$ cat src/verilog/bld_pkg.sv
// package: constants, states and timing figures for the stepped led dimmer
// Summary of operation
// power-up initialises, then sleeps until pressed
// first press lowest level, then step up
// five brightness levels plus one off
// wider pulse high time gives brighter output
// press at top level turns off, sleeps
// period and per-level high times are constants
// on-time counter returns to sleep at maximum
// asleep, any input pin change wakes
// pulse pin output, button and others inputs
// power-up initialises, wake goes to button path
// wake advances mode only if button pressed
// leaving sleep presets mode for lowest level
// button synchronised and debounced, one step each
// pulse output low when off or asleep
package bld_pkg;

  typedef enum logic [2:0] {
    BLD_OFF,
    BLD_LOW,
    BLD_MED,
    BLD_MEDHI,
    BLD_HIGH,
    BLD_FULL
  } bld_level_e;

  typedef enum logic [1:0] {
    BLD_ST_INIT,
    BLD_ST_SLEEP,
    BLD_ST_WAKE,
    BLD_ST_RUN
  } bld_state_e;

  localparam int BLD_CLK_HZ = 25000000;

  // pwm period and per-level high times, in clock ticks; each high time < period
  localparam logic [7:0] BLD_PERIOD = 8'h0e;
  localparam logic [7:0] BLD_LOW_ON = 8'h05;
  localparam logic [7:0] BLD_MED_ON = 8'h06;
  localparam logic [7:0] BLD_MEDHI_ON = 8'h08;
  localparam logic [7:0] BLD_HIGH_ON = 8'h0b;
  localparam logic [7:0] BLD_FULL_ON = 8'h0d;

  // maximum on time in microseconds before the controller sleeps again
  localparam longint BLD_MAX_ON_US = 64'd600000000;
  localparam longint BLD_MAX_ON_CYC = BLD_MAX_ON_US * BLD_CLK_HZ / 1000000;

  // debounce settling time in microseconds
  localparam int BLD_DEBOUNCE_US = 10000;
  localparam int BLD_DEBOUNCE_CYC = BLD_DEBOUNCE_US * (BLD_CLK_HZ / 1000000);

  localparam logic [2:0] BLD_LEVEL_RESET = 3'h0;
  localparam logic [7:0] BLD_PWM_CNT_RESET = 8'h00;

endpackage

$ cat src/verilog/bld_dimmer.sv
// top level: button stepped led dimmer with sleep and wake control
`timescale 1ns/1ps
module bld_dimmer
  import bld_pkg::*;
#(
  parameter longint MAX_ON_CYC = BLD_MAX_ON_CYC,
  parameter int DEBOUNCE_CYC = BLD_DEBOUNCE_CYC
)
(
  input wire logic CORE_CLK,
  input wire logic RESET,
  input wire logic POWER_ON,
  input wire logic BUTTON_IN_PIN_N,
  input wire logic GP_IN1,
  input wire logic GP_IN2,
  output logic PULSE_OUT_PIN,
  output logic PULSE_OUT_OE,
  output logic ASLEEP,
  output logic [2:0] LEVEL
);

  // ----------------------------------------------------------------
  // state
  // ----------------------------------------------------------------
  bld_state_e state_q;
  bld_state_e state_d;
  bld_level_e level_q;
  bld_level_e level_d;
  logic [63:0] on_cnt_q;
  logic [63:0] on_cnt_d;
  logic [2:0] pins_q;
  logic [2:0] pins_now;
  logic pin_change;
  logic pressed;
  logic press_pulse;
  logic timeout;
  logic run_press;
  logic [7:0] high_time;
  logic pwm_enable;
  logic pwm_pulse;
  logic powered_q;

  // ----------------------------------------------------------------
  // button conditioning
  // ----------------------------------------------------------------
  bld_debounce #(.SETTLE_CYC(DEBOUNCE_CYC)) i_bld_debounce (
    .clk(CORE_CLK),
    .reset(RESET),
    .button_raw_n(BUTTON_IN_PIN_N),
    .pressed(pressed),
    .press_pulse(press_pulse)
  );

  // ----------------------------------------------------------------
  // wake detection on any input pin
  // ----------------------------------------------------------------
  assign pins_now = {GP_IN2, GP_IN1, BUTTON_IN_PIN_N};
  assign pin_change = pins_now != pins_q;
  assign timeout = on_cnt_q >= 64'(MAX_ON_CYC - 1);
  assign run_press = state_q == BLD_ST_RUN && press_pulse;

  // ----------------------------------------------------------------
  // sequencing
  // ----------------------------------------------------------------
  always_comb
  begin
    state_d = state_q;
    level_d = level_q;
    on_cnt_d = on_cnt_q;
    case (state_q)
      BLD_ST_INIT:
      begin
        // cold start clears the level and the on-time counter, then sleeps
        level_d = BLD_OFF;
        on_cnt_d = 64'h0;
        state_d = BLD_ST_SLEEP;
      end
      BLD_ST_SLEEP:
      begin
        level_d = BLD_OFF;
        on_cnt_d = 64'h0;
        if (pin_change)
          state_d = BLD_ST_WAKE;
      end
      BLD_ST_WAKE:
      begin
        // wait for the debounced press; other pin changes go back to sleep
        if (press_pulse)
        begin
          level_d = BLD_LOW;
          state_d = BLD_ST_RUN;
        end
        else if (!pressed && pins_now[2:1] == pins_q[2:1] && BUTTON_IN_PIN_N)
          state_d = BLD_ST_SLEEP;
      end
      BLD_ST_RUN:
      begin
        on_cnt_d = on_cnt_q + 64'h1;
        if (timeout)
        begin
          level_d = BLD_OFF;
          state_d = BLD_ST_SLEEP;
        end
        else if (run_press)
        begin
          if (level_q == BLD_FULL)
          begin
            level_d = BLD_OFF;
            state_d = BLD_ST_SLEEP;
          end
          else
            level_d = bld_level_e'(level_q + 3'h1);
        end
      end
      default:
        state_d = BLD_ST_INIT;
    endcase
  end

  always_ff @(posedge CORE_CLK)
  begin
    if (RESET)
    begin
      state_q <= BLD_ST_INIT;
      level_q <= BLD_OFF;
      on_cnt_q <= 64'h0;
      pins_q <= 3'h7;
      powered_q <= 1'b0;
    end
    else
    begin
      // first POWER_ON after reset forces init; later POWER_ON highs leave the state alone
      powered_q <= powered_q | POWER_ON;
      if (POWER_ON && !powered_q)
        state_q <= BLD_ST_INIT;
      else
        state_q <= state_d;
      level_q <= level_d;
      on_cnt_q <= on_cnt_d;
      pins_q <= pins_now;
    end
  end

  // ----------------------------------------------------------------
  // brightness selection
  // ----------------------------------------------------------------
  // off and any unused code select a zero high time, so the pin cannot pulse
  assign high_time = (level_q == BLD_LOW) ? BLD_LOW_ON :
                     (level_q == BLD_MED) ? BLD_MED_ON :
                     (level_q == BLD_MEDHI) ? BLD_MEDHI_ON :
                     (level_q == BLD_HIGH) ? BLD_HIGH_ON :
                     (level_q == BLD_FULL) ? BLD_FULL_ON : 8'h00;

  assign pwm_enable = state_q == BLD_ST_RUN && level_q != BLD_OFF;

  bld_pwm i_bld_pwm (
    .clk(CORE_CLK),
    .reset(RESET),
    .enable(pwm_enable),
    .high_time(high_time),
    .pulse(pwm_pulse)
  );

  // ----------------------------------------------------------------
  // registered outputs
  // ----------------------------------------------------------------
  always_ff @(posedge CORE_CLK)
  begin
    if (RESET)
    begin
      PULSE_OUT_PIN <= 1'b0;
      PULSE_OUT_OE <= 1'b0;
      ASLEEP <= 1'b1;
      LEVEL <= BLD_LEVEL_RESET;
    end
    else
    begin
      PULSE_OUT_PIN <= pwm_pulse;
      PULSE_OUT_OE <= 1'b1;
      ASLEEP <= state_q != BLD_ST_RUN;
      LEVEL <= level_q;
    end
  end

endmodule

$ cat src/verilog/bld_debounce.sv
// button synchroniser and debouncer giving one pulse per press
`timescale 1ns/1ps
module bld_debounce
  import bld_pkg::*;
#(
  parameter int SETTLE_CYC = BLD_DEBOUNCE_CYC
)
(
  input wire logic clk,
  input wire logic reset,
  input wire logic button_raw_n,
  output logic pressed,
  output logic press_pulse
);

  logic sync0_q;
  logic sync1_q;
  logic stable_q;
  logic [31:0] cnt_q;
  logic [31:0] cnt_d;
  logic diff;
  logic settled;

  // button is active low: a press pulls the pin down
  assign diff = sync1_q != stable_q;
  assign settled = cnt_q >= 32'(SETTLE_CYC - 1);
  assign cnt_d = diff ? (settled ? 32'h0 : cnt_q + 32'h1) : 32'h0;
  assign pressed = ~stable_q;

  always_ff @(posedge clk)
  begin
    if (reset)
    begin
      sync0_q <= 1'b1;
      sync1_q <= 1'b1;
      stable_q <= 1'b1;
      cnt_q <= 32'h0;
      press_pulse <= 1'b0;
    end
    else
    begin
      sync0_q <= button_raw_n;
      sync1_q <= sync0_q;
      cnt_q <= cnt_d;
      press_pulse <= diff && settled && stable_q;
      if (diff && settled)
        stable_q <= sync1_q;
    end
  end

endmodule

$ cat src/verilog/bld_pwm.sv
// fixed-period pulse generator with selectable high time
`timescale 1ns/1ps
module bld_pwm
  import bld_pkg::*;
(
  input wire logic clk,
  input wire logic reset,
  input wire logic enable,
  input wire logic [7:0] high_time,
  output logic pulse
);

  logic [7:0] cnt_q;
  logic wrap;

  assign wrap = cnt_q >= BLD_PERIOD - 8'h01;

  always_ff @(posedge clk)
  begin
    if (reset || !enable)
      cnt_q <= BLD_PWM_CNT_RESET;
    else
      cnt_q <= wrap ? BLD_PWM_CNT_RESET : cnt_q + 8'h01;
  end

  // wider high time keeps the pin high longer per period
  assign pulse = enable && (cnt_q < high_time);

endmodule

$ cat config.mk
export PLATFORM = sky130hd
export DESIGN_NAME = bld_dimmer
export DESIGN_NICKNAME = d
export VERILOG_FILES = /design/src/verilog/bld_pkg.sv /design/src/verilog/bld_dimmer.sv /design/src/verilog/bld_debounce.sv /design/src/verilog/bld_pwm.sv
export SDC_FILE = /design/constraint.sdc
export NUM_CORES = 1
export LEC_CHECK = 0
export BUFFER_PORTS_ARGS = -buffer_cell sky130_fd_sc_hd__buf_2
export CELL_PAD_IN_SITES_DETAIL_PLACEMENT = 0
export CELL_PAD_IN_SITES_GLOBAL_PLACEMENT = 2
export CORE_ASPECT_RATIO = 0.6
export CORE_MARGIN = 1
export CORE_UTILIZATION = 30
export DETAILED_ROUTE_END_ITERATION = 10
export PLACE_DENSITY_LB_ADDON = 0.1
export SLEW_MARGIN = 20
export SYNTH_ARGS = -nofsm -noshare
export SYNTH_HDL_FRONTEND = slang
export SYNTH_SLANG_ARGS = --single-unit
$ cat constraint.sdc
create_clock -name CORE_CLK -period 3.25 [get_ports CORE_CLK]
set_input_delay 0 -clock CORE_CLK [delete_from_list [all_inputs] [get_ports CORE_CLK]]
set_output_delay 0 -clock CORE_CLK [all_outputs]
set_load 0.005 [all_outputs]
==> impl_metrics.toml, run 1 <==
[run_status]
run_status = "finished clean"

[drt]
post_drt_wl_per_cell_um = 13.5
drt-pass1-iter-count = 4
ant_nets = 0
avgViaCountPerCell = 4.72
detailroute.via_count = 4225
detail_route.iter0.violations = 256
drcViolationCount = 0
total_detailed_routing_wirelength_um = 12100

[power]
netSwitchingFraction = 0.225
p_int_mw = 2.61
switchingPower_mw = 0.756
pwr_density_nw_per_um2 = 520
comb_power_share = 0.014
power.static_leakage_nw = 2.13
power.sequential.fraction = 0.453
power.clock.fraction = 0.534
vdd.ir_drop.worst_uv = 333

[logic_synthesis]
syn_avg_cell_area_um2 = 8.96
ys_ff_latch = 122
yosys_warnings = 0
yosysSeqAreaShare = 0.448
synthFlopType = "sky130_fd_sc_hd__dfxtp_1"
synth_area_um2 = 5460
syn-instance-count = 609
proportion_of_register_bits_with_asynchronous_set_or_reset_after_synthesis = 0
number_of_flops_mapped_to_enable_cells_by_yosys = 0
ys_types = 52

[sta]
tightestPinTransition_ns = 0.725
period_utilization_post_route = 0.867
worst_slew_margin_rel = 0.513
rsz0062_at_grt = "false"
clock-skew-final_ns = 0.00637
fin_tns_setup_ns = 0
timing.final.max_slew_violations = 0
final_hold_viol_count = 0
timing_limited_maximum_frequency_mhz = 355
finalHoldWorstSlack_ns = 0.334
timing.final.crit_period_ns = 2.82
postLayoutSetupSlackWorst_ns = 0.432
setup-violations-final = 0

[place]
hpwl_after_detailed_placement_um = 8370
dp_worst_setup_slack_ns = 0.441
number_of_input_and_output_port_buffers_inserted = 11
globalplace.congestion = 0.718

[global_routing]
grt_use_total = 0.143
grt_overflow_total = 0
first_global_vias = 3998
largest_net_degree_at_the_start_of_global_routing = 42
antenna_found_initial = 0
grt_pass1_wl_um = 20600

[finish]
finish.net_count = 669
antenna_cells_inserted = 0
final_layout_size_suffix_gt1_frac = 0.119
syn_to_final_growth_pct = 18.5
layout_common_cells = "sky130_fd_sc_hd__dfxtp_1, sky130_fd_sc_hd__nor2_1, sky130_fd_sc_hd__xnor2_1, sky130_fd_sc_hd__nand2_1, sky130_fd_sc_hd__nand3_1"
layout.cells.most_common = "sky130_fd_sc_hd__dfxtp_1"
fillerInstances = 1757
finalCoreUtilization = 0.370

[clock_tree]
numClockSinks = 122
cts_root_buffer = "sky130_fd_sc_hd__clkbuf_16"
clock_slew_seen_by_the_registers_of_the_worst_setup_and_hold_paths_ns = 0.06
post_cts.resized_instances = 0
cts_max_level = 4
cts-root-to-sink-buffers = 2
clock_insertion_delay_worst_skew_ns = 0.42
tritoncts = "yes"
cts_buffers = 17

[worst_hold_path]
holdCritPathClass = "in2reg"

[run]
cap_viol_max_count = 0

[worst_setup_path]
critPathRequiredTime_ns = 3.54
worst_ep_arrival_time_ns = 3.11
start_kind = "register"
criticalPathCategory = "reg2reg"
endpoint_kind = "register"
critPathMaxFanout = 8

[floorplanning]
coreArea_um2 = 17500
fp.dieW_um = 176
floorplan.die_area_um2 = 18700
die_height_um = 106
fp-row-count = 37
io-pin-count = 12
initial_core_utilization = 0.313
cell families (layout without fill, tap and decap cells):
logic type      count (synthesis)  count (layout)  synth area share
simple gates                  303             303             0.302
flops                         122             122             0.448
xor+xnor                       78              78             0.125
compound gates                 51              51            0.0601
buf+inv                        39              76            0.0303
fa+ha+maj                      14              14            0.0321
other cells                     1              17          0.000687
mux                             1               1           0.00183
repair_timing:
action,4_1_cts,5_1_grt
hold endpoints to repair,11,0
buffers inserted,0,0
hold buffers,6,0
synthesized netlist by cell type, types with 4 or more instances:
master / n / area (um^2)
sky130_fd_sc_hd__and2_1: 6 / 37.5
sky130_fd_sc_hd__a211oi_1: 4 / 30.0
sky130_fd_sc_hd__nand2_1: 32 / 120
sky130_fd_sc_hd__nand4b_1: 5 / 43.8
sky130_fd_sc_hd__or2_2: 6 / 37.5
sky130_fd_sc_hd__nand4_1: 20 / 125
sky130_fd_sc_hd__and3_1: 13 / 81.3
sky130_fd_sc_hd__xor2_1: 30 / 263
sky130_fd_sc_hd__a21oi_1: 20 / 100
sky130_fd_sc_hd__nor4_2: 11 / 138
sky130_fd_sc_hd__or3_1: 7 / 43.8
sky130_fd_sc_hd__nor2_1: 106 / 398
sky130_fd_sc_hd__nor3_1: 21 / 105
sky130_fd_sc_hd__xnor2_1: 48 / 420
sky130_fd_sc_hd__clkbuf_1: 14 / 52.6
sky130_fd_sc_hd__inv_1: 19 / 71.3
sky130_fd_sc_hd__o211ai_1: 4 / 30.0
sky130_fd_sc_hd__nor2b_1: 4 / 25.0
sky130_fd_sc_hd__nand3_1: 31 / 155
sky130_fd_sc_hd__dfxtp_1: 122 / 2440
sky130_fd_sc_hd__nor4_1: 16 / 100
sky130_fd_sc_hd__o21ai_0: 6 / 30.0
sky130_fd_sc_hd__ha_1: 14 / 175
sky130_fd_sc_hd__and4_1: 10 / 87.6
registers in the layout, indices dropped and copies added, names as in the netlist, 2 cells and up:
name / flops
LEVEL: 3
i_bld_debounce.cnt_q: 32
i_bld_pwm.cnt_q: 8
level_q: 3
on_cnt_q: 64
pins_q: 3
state_q: 2
area by class of cell:
cell class / instances / area, um^2 / area share
multi-input cells: 464 / 2920 / 0.452
flip-flops and latches: 122 / 2440 / 0.378
clock buffers: 18 / 439 / 0.0679
well taps: 234 / 293 / 0.0453
repair buffers: 25 / 175 / 0.0271
clock inverters: 14 / 125 / 0.0193
inverters: 19 / 71.3 / 0.0110
worst paths after layout:
check / start / endpoint / slack [ns] / cells past startpoint
worst max register to register: state_q[0] / on_cnt_q[33] / 0.43 / 8
worst min-delay path: GP_IN1 / pins_q[1] / 0.33 / 3
worst min register to register: i_bld_debounce.cnt_q[17] / i_bld_debounce.cnt_q[17] / 0.47 / 2
worst max-delay path: state_q[0] / on_cnt_q[33] / 0.43 / 8
critical path, stage by stage (launching register included):
cell,delay [ns]
sky130_fd_sc_hd__dfxtp_1,0.41
sky130_fd_sc_hd__inv_1,0.09
sky130_fd_sc_hd__ha_1,0.33
sky130_fd_sc_hd__nand4b_1,0.41
sky130_fd_sc_hd__nor3_2,0.44
sky130_fd_sc_hd__nand4b_1,0.38
sky130_fd_sc_hd__nor4_1,0.42
sky130_fd_sc_hd__xnor2_1,0.16
sky130_fd_sc_hd__nor2_1,0.05
power groups by stage:
stage	clock network (mW)	logic, mW	registers, mW
after floorplan	0	0.0272	1.55
after global placement	0	0.0390	1.55
after detailed placement	0	0.0398	1.56
after CTS	1.86	0.0459	1.52
after global routing	1.91	0.0525	1.52
final	1.79	0.0455	1.52
metal layers:
layer | up-vias | part of all wire | global-route usage
met2 | 43 | 0.37 | 0.183
met4 | 0 | 0.0082 | 0.0522
met5 | - | 0 | 0
met1 | 1992 | 0.59 | 0.216
li1 | 2182 | - | -
met3 | 8 | 0.028 | 0.0429
per-stage QoR:
| stage | power, mW | cell area [um^2] | cells |
|---|---|---|---|
| 2_1_floorplan | 1.58 | 5520 | 625 |
| 3_3_place_gp | 1.59 | 5840 | 858 |
| 3_5_place_dp | 1.59 | 5840 | 858 |
| 4_1_cts | 3.42 | 6470 | 896 |
| 5_1_grt | 3.49 | 6470 | 896 |
| 6_report | 3.36 | 6470 | 896 |
Note: power is estimated with default switching activity, not from simulation.
==> run 2, diff against run 1 <==
--- a/config.mk
+++ b/config.mk
@@ -9,9 +9,10 @@
 export CELL_PAD_IN_SITES_DETAIL_PLACEMENT = 0
 export CELL_PAD_IN_SITES_GLOBAL_PLACEMENT = 2
 export CORE_ASPECT_RATIO = 0.6
-export CORE_MARGIN = 1
-export CORE_UTILIZATION = 30
+export CORE_MARGIN = 2
+export CORE_UTILIZATION = 39
 export DETAILED_ROUTE_END_ITERATION = 10
+export GPL_ROUTABILITY_DRIVEN = 0
 export PLACE_DENSITY_LB_ADDON = 0.1
 export SLEW_MARGIN = 20
 export SYNTH_ARGS = -nofsm -noshare
==> impl_metrics.toml, run 2 (synthesis gave the netlist of run 1 again) <==
[clock_tree]
ctsHoldBuffers = 6
cts.repair_timing.setup_buffer_count = 0
cts_root_buffer = "sky130_fd_sc_hd__clkbuf_16"
cts-root-to-sink-buffers = 2
post_cts.resized_instances = 0
numClockSinks = 122
tritoncts = "yes"
cts_max_level = 4
cts_buffers = 17
clock_slew_seen_by_the_registers_of_the_worst_setup_and_hold_paths_ns = 0.05
clock_insertion_delay_worst_skew_ns = 0.41

[drt]
avgViaCountPerCell = 4.93
drcViolationCount = 0
total_detailed_routing_wirelength_um = 11700
post_drt_wl_per_cell_um = 13.6
detailroute.via_count = 4209
ant_nets = 0
detail_route.iter0.violations = 209
drt-pass1-iter-count = 4

[run]
cap_viol_max_count = 0

[floorplanning]
fp-row-count = 33
io-pin-count = 12
coreArea_um2 = 13700
floorplan.die_area_um2 = 15000
die_height_um = 95.6
initial_core_utilization = 0.399
fp.dieW_um = 157

[place]
dp.cells = 817
placement.cell_area_um2 = 5800
hpwl_after_detailed_placement_um = 8110
dp_worst_setup_slack_ns = 0.662
number_of_input_and_output_port_buffers_inserted = 11

[power]
power.static_leakage_nw = 2.15
pwr_density_nw_per_um2 = 536
vdd.ir_drop.worst_uv = 281
design_power_total_mw = 3.46

[global_routing]
first_global_vias = 3921
grt_overflow_total = 0
grt_pass1_wl_um = 20100
grt_use_total = 0.171
antenna_found_initial = 0
largest_net_degree_at_the_start_of_global_routing = 30

[worst_setup_path]
endpoint_kind = "register"
rr_endpoint = "on_cnt_q[33]"
critPathRequiredTime_ns = 3.54
critPathMaxFanout = 7
criticalPathCategory = "reg2reg"
rr_startpoint = "state_q[0]"
worst_ep_arrival_time_ns = 2.91
start_kind = "register"
worst-r2r-setup-slack_ns = 0.63
reg2regPathDepth = 8

[sta]
rsz0062_at_grt = "false"
finalHoldWorstSlack_ns = 0.359
fin_tns_setup_ns = 0
postLayoutSetupSlackWorst_ns = 0.626
clock-skew-final_ns = 0.0135
final_hold_viol_count = 0
worst_slew_margin_rel = 0.463
tightestPinTransition_ns = 0.798
setup-violations-final = 0
period_utilization_post_route = 0.808
timing.final.max_slew_violations = 0
timing_limited_maximum_frequency_mhz = 381
timing.final.crit_period_ns = 2.62

[finish]
layout_top_registers = "on_cnt_q x64, i_bld_debounce.cnt_q x32, i_bld_pwm.cnt_q x8"
register_ranked_first_by_flip_flop_count = "on_cnt_q"
largest_reg_flops = 64
finalInstanceArea_um2 = 6450
instances_no_fill = 854
layout_common_cells = "sky130_fd_sc_hd__dfxtp_1, sky130_fd_sc_hd__nor2_1, sky130_fd_sc_hd__xnor2_1, sky130_fd_sc_hd__nand2_1, sky130_fd_sc_hd__nand3_1"
final_layout_size_suffix_gt1_frac = 0.118
layout.cells.most_common = "sky130_fd_sc_hd__dfxtp_1"
finish.net_count = 670
finalCoreUtilization = 0.472
fillerInstances = 1274
syn_to_final_growth_pct = 18.2
antenna_cells_inserted = 0

[run_status]
run_status = "finished clean"

[worst_hold_path]
hold_depth = 3
holdCritPathClass = "in2reg"
min_from = "GP_IN2"
holdPathEnd = "pins_q[2]"
[run 2: changes by cell type in the layout (fill, tap and decap cells not counted), sizes merged]
cell | previous run | this run
clkinv | 9 | 6
clkbuf | 18 | 19
buf | 19 | 20
inv | 20 | 19
bufinv | 1 | 3
[run 2: final cells by class]
type | count | area (um^2) | share of cell area
multi-input cells | 464 | 2920 | 0.453
flip-flops and latches | 122 | 2440 | 0.379
clock buffers | 19 | 443 | 0.0687
well taps | 192 | 240 | 0.0372
repair buffers | 26 | 183 | 0.0283
clock inverters | 12 | 150 | 0.0233
inverters | 19 | 71.3 | 0.0111
[run 2: how the worst max path moves through the flow]
stage	startpoint	endpoint	slack, ns	cells past startpoint
2_1_floorplan	state_q[0]	on_cnt_q[53]	0.91	10
3_3_place_gp	state_q[0]	on_cnt_q[33]	0.74	8
3_5_place_dp	state_q[0]	on_cnt_q[33]	0.66	8
4_1_cts	state_q[0]	on_cnt_q[33]	0.63	8
5_1_grt	state_q[0]	on_cnt_q[33]	0.33	8
6_report	state_q[0]	on_cnt_q[33]	0.63	8
[run 2: critical path, stage by stage (launching register included)]
cell and delay, ns:
sky130_fd_sc_hd__dfxtp_1 0.41, sky130_fd_sc_hd__inv_1 0.09, sky130_fd_sc_hd__ha_1 0.21, sky130_fd_sc_hd__nand4b_1 0.37
sky130_fd_sc_hd__nor3_2 0.44, sky130_fd_sc_hd__nand4b_1 0.38, sky130_fd_sc_hd__nor4_1 0.40, sky130_fd_sc_hd__xnor2_1 0.16
sky130_fd_sc_hd__nor2_1 0.05
[run 2: per-layer routing]
metal / global-route usage / vias to the layer above / part of all wire
li1: - / 2187 / -
met1: 0.266 / 1974 / 0.59
met2: 0.225 / 46 / 0.37
met3: 0.0382 / 2 / 0.031
met4: 0.0596 / 0 / 0.0032
met5: 0 / - / 0
[run 2: report_power, final]
group | total [mW] | internal [mW] | switching (mW)
Combinational | 0.0454 | 0.0203 | 0.0251
Clock | 1.89 | 1.22 | 0.675
Sequential | 1.52 | 1.51 | 0.00814
==> run 3, diff against run 2 <==
--- a/config.mk
+++ b/config.mk
@@ -5,12 +5,13 @@
 export SDC_FILE = /design/constraint.sdc
 export NUM_CORES = 1
 export LEC_CHECK = 0
+export ABC_AREA = 1
 export BUFFER_PORTS_ARGS = -buffer_cell sky130_fd_sc_hd__buf_2
 export CELL_PAD_IN_SITES_DETAIL_PLACEMENT = 0
 export CELL_PAD_IN_SITES_GLOBAL_PLACEMENT = 2
 export CORE_ASPECT_RATIO = 0.6
 export CORE_MARGIN = 2
-export CORE_UTILIZATION = 39
+export CORE_UTILIZATION = 36
 export DETAILED_ROUTE_END_ITERATION = 10
 export GPL_ROUTABILITY_DRIVEN = 0
 export PLACE_DENSITY_LB_ADDON = 0.1
==> constraint.sdc (replaced) <==
create_clock -name CORE_CLK -period 2.71 [get_ports CORE_CLK]
set_input_delay 0 -clock CORE_CLK [delete_from_list [all_inputs] [get_ports CORE_CLK]]
set_output_delay 0 -clock CORE_CLK [all_outputs]
set_load 0.005 [all_outputs]
==> impl_metrics.toml, run 3 <==
[run_status]
run_status = "finished clean"

[logic_synthesis]
synthFlopType = "sky130_fd_sc_hd__dfxtp_1"
synth_largest_area_cell = "sky130_fd_sc_hd__dfxtp_1"
synth_largest_type_area_fraction = 0.383
synthMostInstantiatedCell = "sky130_fd_sc_hd__nand2_1"
syn_avg_cell_area_um2 = 6.98
yosys_warnings = 0
ys_types = 44
yosysSeqAreaShare = 0.383
ys_ff_latch = 122
synth_area_um2 = 6380
yosys-top-cells-count = "sky130_fd_sc_hd__nand2_1, sky130_fd_sc_hd__nor2_1, sky130_fd_sc_hd__dfxtp_1"
number_of_flops_mapped_to_enable_cells_by_yosys = 0
proportion_of_register_bits_with_asynchronous_set_or_reset_after_synthesis = 0
syn-instance-count = 914
synth.top_cells.by_area = "sky130_fd_sc_hd__dfxtp_1, sky130_fd_sc_hd__nand2_1, sky130_fd_sc_hd__nor2_1"

[finish]
layout_top_registers = "on_cnt_q x64, i_bld_debounce.cnt_q x32, i_bld_pwm.cnt_q x8"
finish.net_count = 981
final_layout_size_suffix_gt1_frac = 0.112
register_ranked_first_by_flip_flop_count = "on_cnt_q"
finalCoreUtilization = 0.432
layout.cells.most_common = "sky130_fd_sc_hd__nand2_1"
seqCellArea_um2 = 2440
antenna_cells_inserted = 0
syn_to_final_growth_pct = 16.9
fillerInstances = 1775
multi_input_area_um2 = 3490
layout_common_cells = "sky130_fd_sc_hd__nand2_1, sky130_fd_sc_hd__nor2_1, sky130_fd_sc_hd__dfxtp_1, sky130_fd_sc_hd__inv_1, sky130_fd_sc_hd__nand3_1"
largest_reg_flops = 64

[worst_hold_path]
holdPathEnd = "pins_q[1]"
holdCritPathClass = "in2reg"
hold_depth = 3
min_from = "GP_IN1"

[power]
switchingPower_mw = 1.02
power.clock.fraction = 0.550
power.sequential.fraction = 0.422
p_int_mw = 3.33
comb_power_share = 0.028
pwr_density_nw_per_um2 = 582
netSwitchingFraction = 0.234
vdd.ir_drop.worst_uv = 363
power.static_leakage_nw = 2.71

[drt]
drt-pass1-iter-count = 5
detailroute.via_count = 5905
ant_nets = 0
detail_route.iter0.violations = 394
total_detailed_routing_wirelength_um = 18000
post_drt_wl_per_cell_um = 14.9
drcViolationCount = 0
avgViaCountPerCell = 4.89

[worst_setup_path]
timing.critical_path.cells = "inv_1, ha_1, nor2_2, nand2_2, nor2_4, nand2_1, inv_1, nand2_1, inv_1, nand3_1, o21ai_0, nor2_1"
reg2regPathDepth = 12
critPathMaxFanout = 6
critPathRequiredTime_ns = 3.02
cpMostUsedCell = "sky130_fd_sc_hd__inv_1"
cpMaxStageDelayCell = "sky130_fd_sc_hd__dfxtp_1"
endpoint_kind = "register"
start_kind = "register"
worst_ep_arrival_time_ns = 2.69
rr_endpoint = "on_cnt_q[45]"
slowest_delay_ns = 0.39
worst-r2r-setup-slack_ns = 0.33
rr_startpoint = "state_q[0]"
criticalPathCategory = "reg2reg"

[clock_tree]
numClockSinks = 122
cts_root_buffer = "sky130_fd_sc_hd__clkbuf_16"
cts_max_level = 4
tritoncts = "yes"
cts_buffers = 17
cts-root-to-sink-buffers = 2
clock_insertion_delay_worst_skew_ns = 0.42
clock_slew_seen_by_the_registers_of_the_worst_setup_and_hold_paths_ns = 0.06

[sta]
timing.final.max_slew_violations = 0
tightestPinTransition_ns = 0.732
clock-skew-final_ns = 0.00736
worst_slew_margin_rel = 0.510
fin_tns_setup_ns = 0
rsz0062_at_grt = "false"
final_hold_viol_count = 0
setup-violations-final = 0
timing_limited_maximum_frequency_mhz = 420
period_utilization_post_route = 0.879
timing.final.crit_period_ns = 2.38

[global_routing]
antenna_found_initial = 0
first_global_vias = 5775
grt_pass1_wl_um = 30100
largest_net_degree_at_the_start_of_global_routing = 30
grt_overflow_total = 0
grt_use_total = 0.208

[floorplanning]
die_height_um = 107
fp-row-count = 37
io-pin-count = 12
floorplan.die_area_um2 = 18800
initial_core_utilization = 0.370
fp.dieW_um = 176
coreArea_um2 = 17300

[place]
number_of_input_and_output_port_buffers_inserted = 11
hpwl_after_detailed_placement_um = 14000

[run]
cap_viol_max_count = 0
run 3: worst max-delay path, delay by kind of cell, from the launching register on:
| family | cells | cell delay [ns] |
|---|---|---|
| AOI/OAI and AO/OA | 1 | 0.18 |
| adders and majority gates | 1 | 0.28 |
| buffers and inverters | 3 | 0.43 |
| DFF | 1 | 0.39 |
| and+or+nand+nor | 7 | 0.98 |
run 3: power by group through the flow:
| stage | combinational, mW | sequential (mW) | clock (mW) |
|---|---|---|---|
| 2_1_floorplan | 0.0750 | 1.87 | 0 |
| 4_1_cts | 0.122 | 1.83 | 2.43 |
| 3_5_place_dp | 0.115 | 1.87 | 0 |
| 3_3_place_gp | 0.115 | 1.87 | 0 |
| 6_report | 0.123 | 1.83 | 2.39 |
| 5_1_grt | 0.139 | 1.83 | 2.51 |
run 3: logic make-up after synthesis:
logic type / Yosys count / share of synthesized area
adder cells (fa/ha/maj): 14 / 0.0274
AND/OR/NAND/NOR: 517 / 0.384
other: 1 / 0.000588
flip-flops: 122 / 0.383
AO/OA/AOI/OAI: 95 / 0.0827
buffers and inverters: 134 / 0.0798
XOR/XNOR: 31 / 0.0425
run 3: final cells by class:
type	instances	area share
repair buffers	23	0.0211
multi-input cells	674	0.468
clock buffers	17	0.0570
inverters	123	0.0621
flip-flops and latches	122	0.327
well taps	234	0.0392
clock inverters	15	0.0252
run 3: worst max-delay path by stage:
stage	cells past startpoint	startpoint	end	slack, ns
after detailed placement	12	state_q[0]	on_cnt_q[45]	0.39
after global placement	12	state_q[0]	on_cnt_q[45]	0.45
final	12	state_q[0]	on_cnt_q[45]	0.33
after global routing	12	state_q[0]	on_cnt_q[41]	0.13
after floorplan	13	state_q[0]	on_cnt_q[46]	0.80
after CTS	12	state_q[0]	on_cnt_q[45]	0.37
run 3: per-stage QoR:
step / instances / worst slack [ns] / area [um^2] / hold WS [ns] / power, mW
4_1_cts: 1208 / 0.372 / 7460 / 0.329 / 4.39
5_1_grt: 1208 / 0.133 / 7460 / 0.345 / 4.48
2_1_floorplan: 930 / 0.798 / 6440 / 0.0839 / 1.94
3_3_place_gp: 1171 / 0.448 / 6800 / 0.218 / 1.98
6_report: 1208 / 0.327 / 7460 / 0.337 / 4.34
3_5_place_dp: 1171 / 0.390 / 6800 / 0.222 / 1.99
run 3: metal layers:
layer  GRT usage  wire [um]  share of wire  vias to the layer above
li1            -          -              -                     3048
met1       0.319      10200           0.57                     2722
met2       0.284       6820           0.38                      118
met3      0.0479        837          0.046                       17
met4      0.0561        193          0.011                        0
met5           0          0              0                        -
run 3: timing repair:
action | CTS | global route
hold buffers | 5 | 0
setup buffers | 0 | 0
hold endpoints to repair | 14 | 0
setup endpoints to repair | 0 | 0
gates resized for setup | 0 | 0
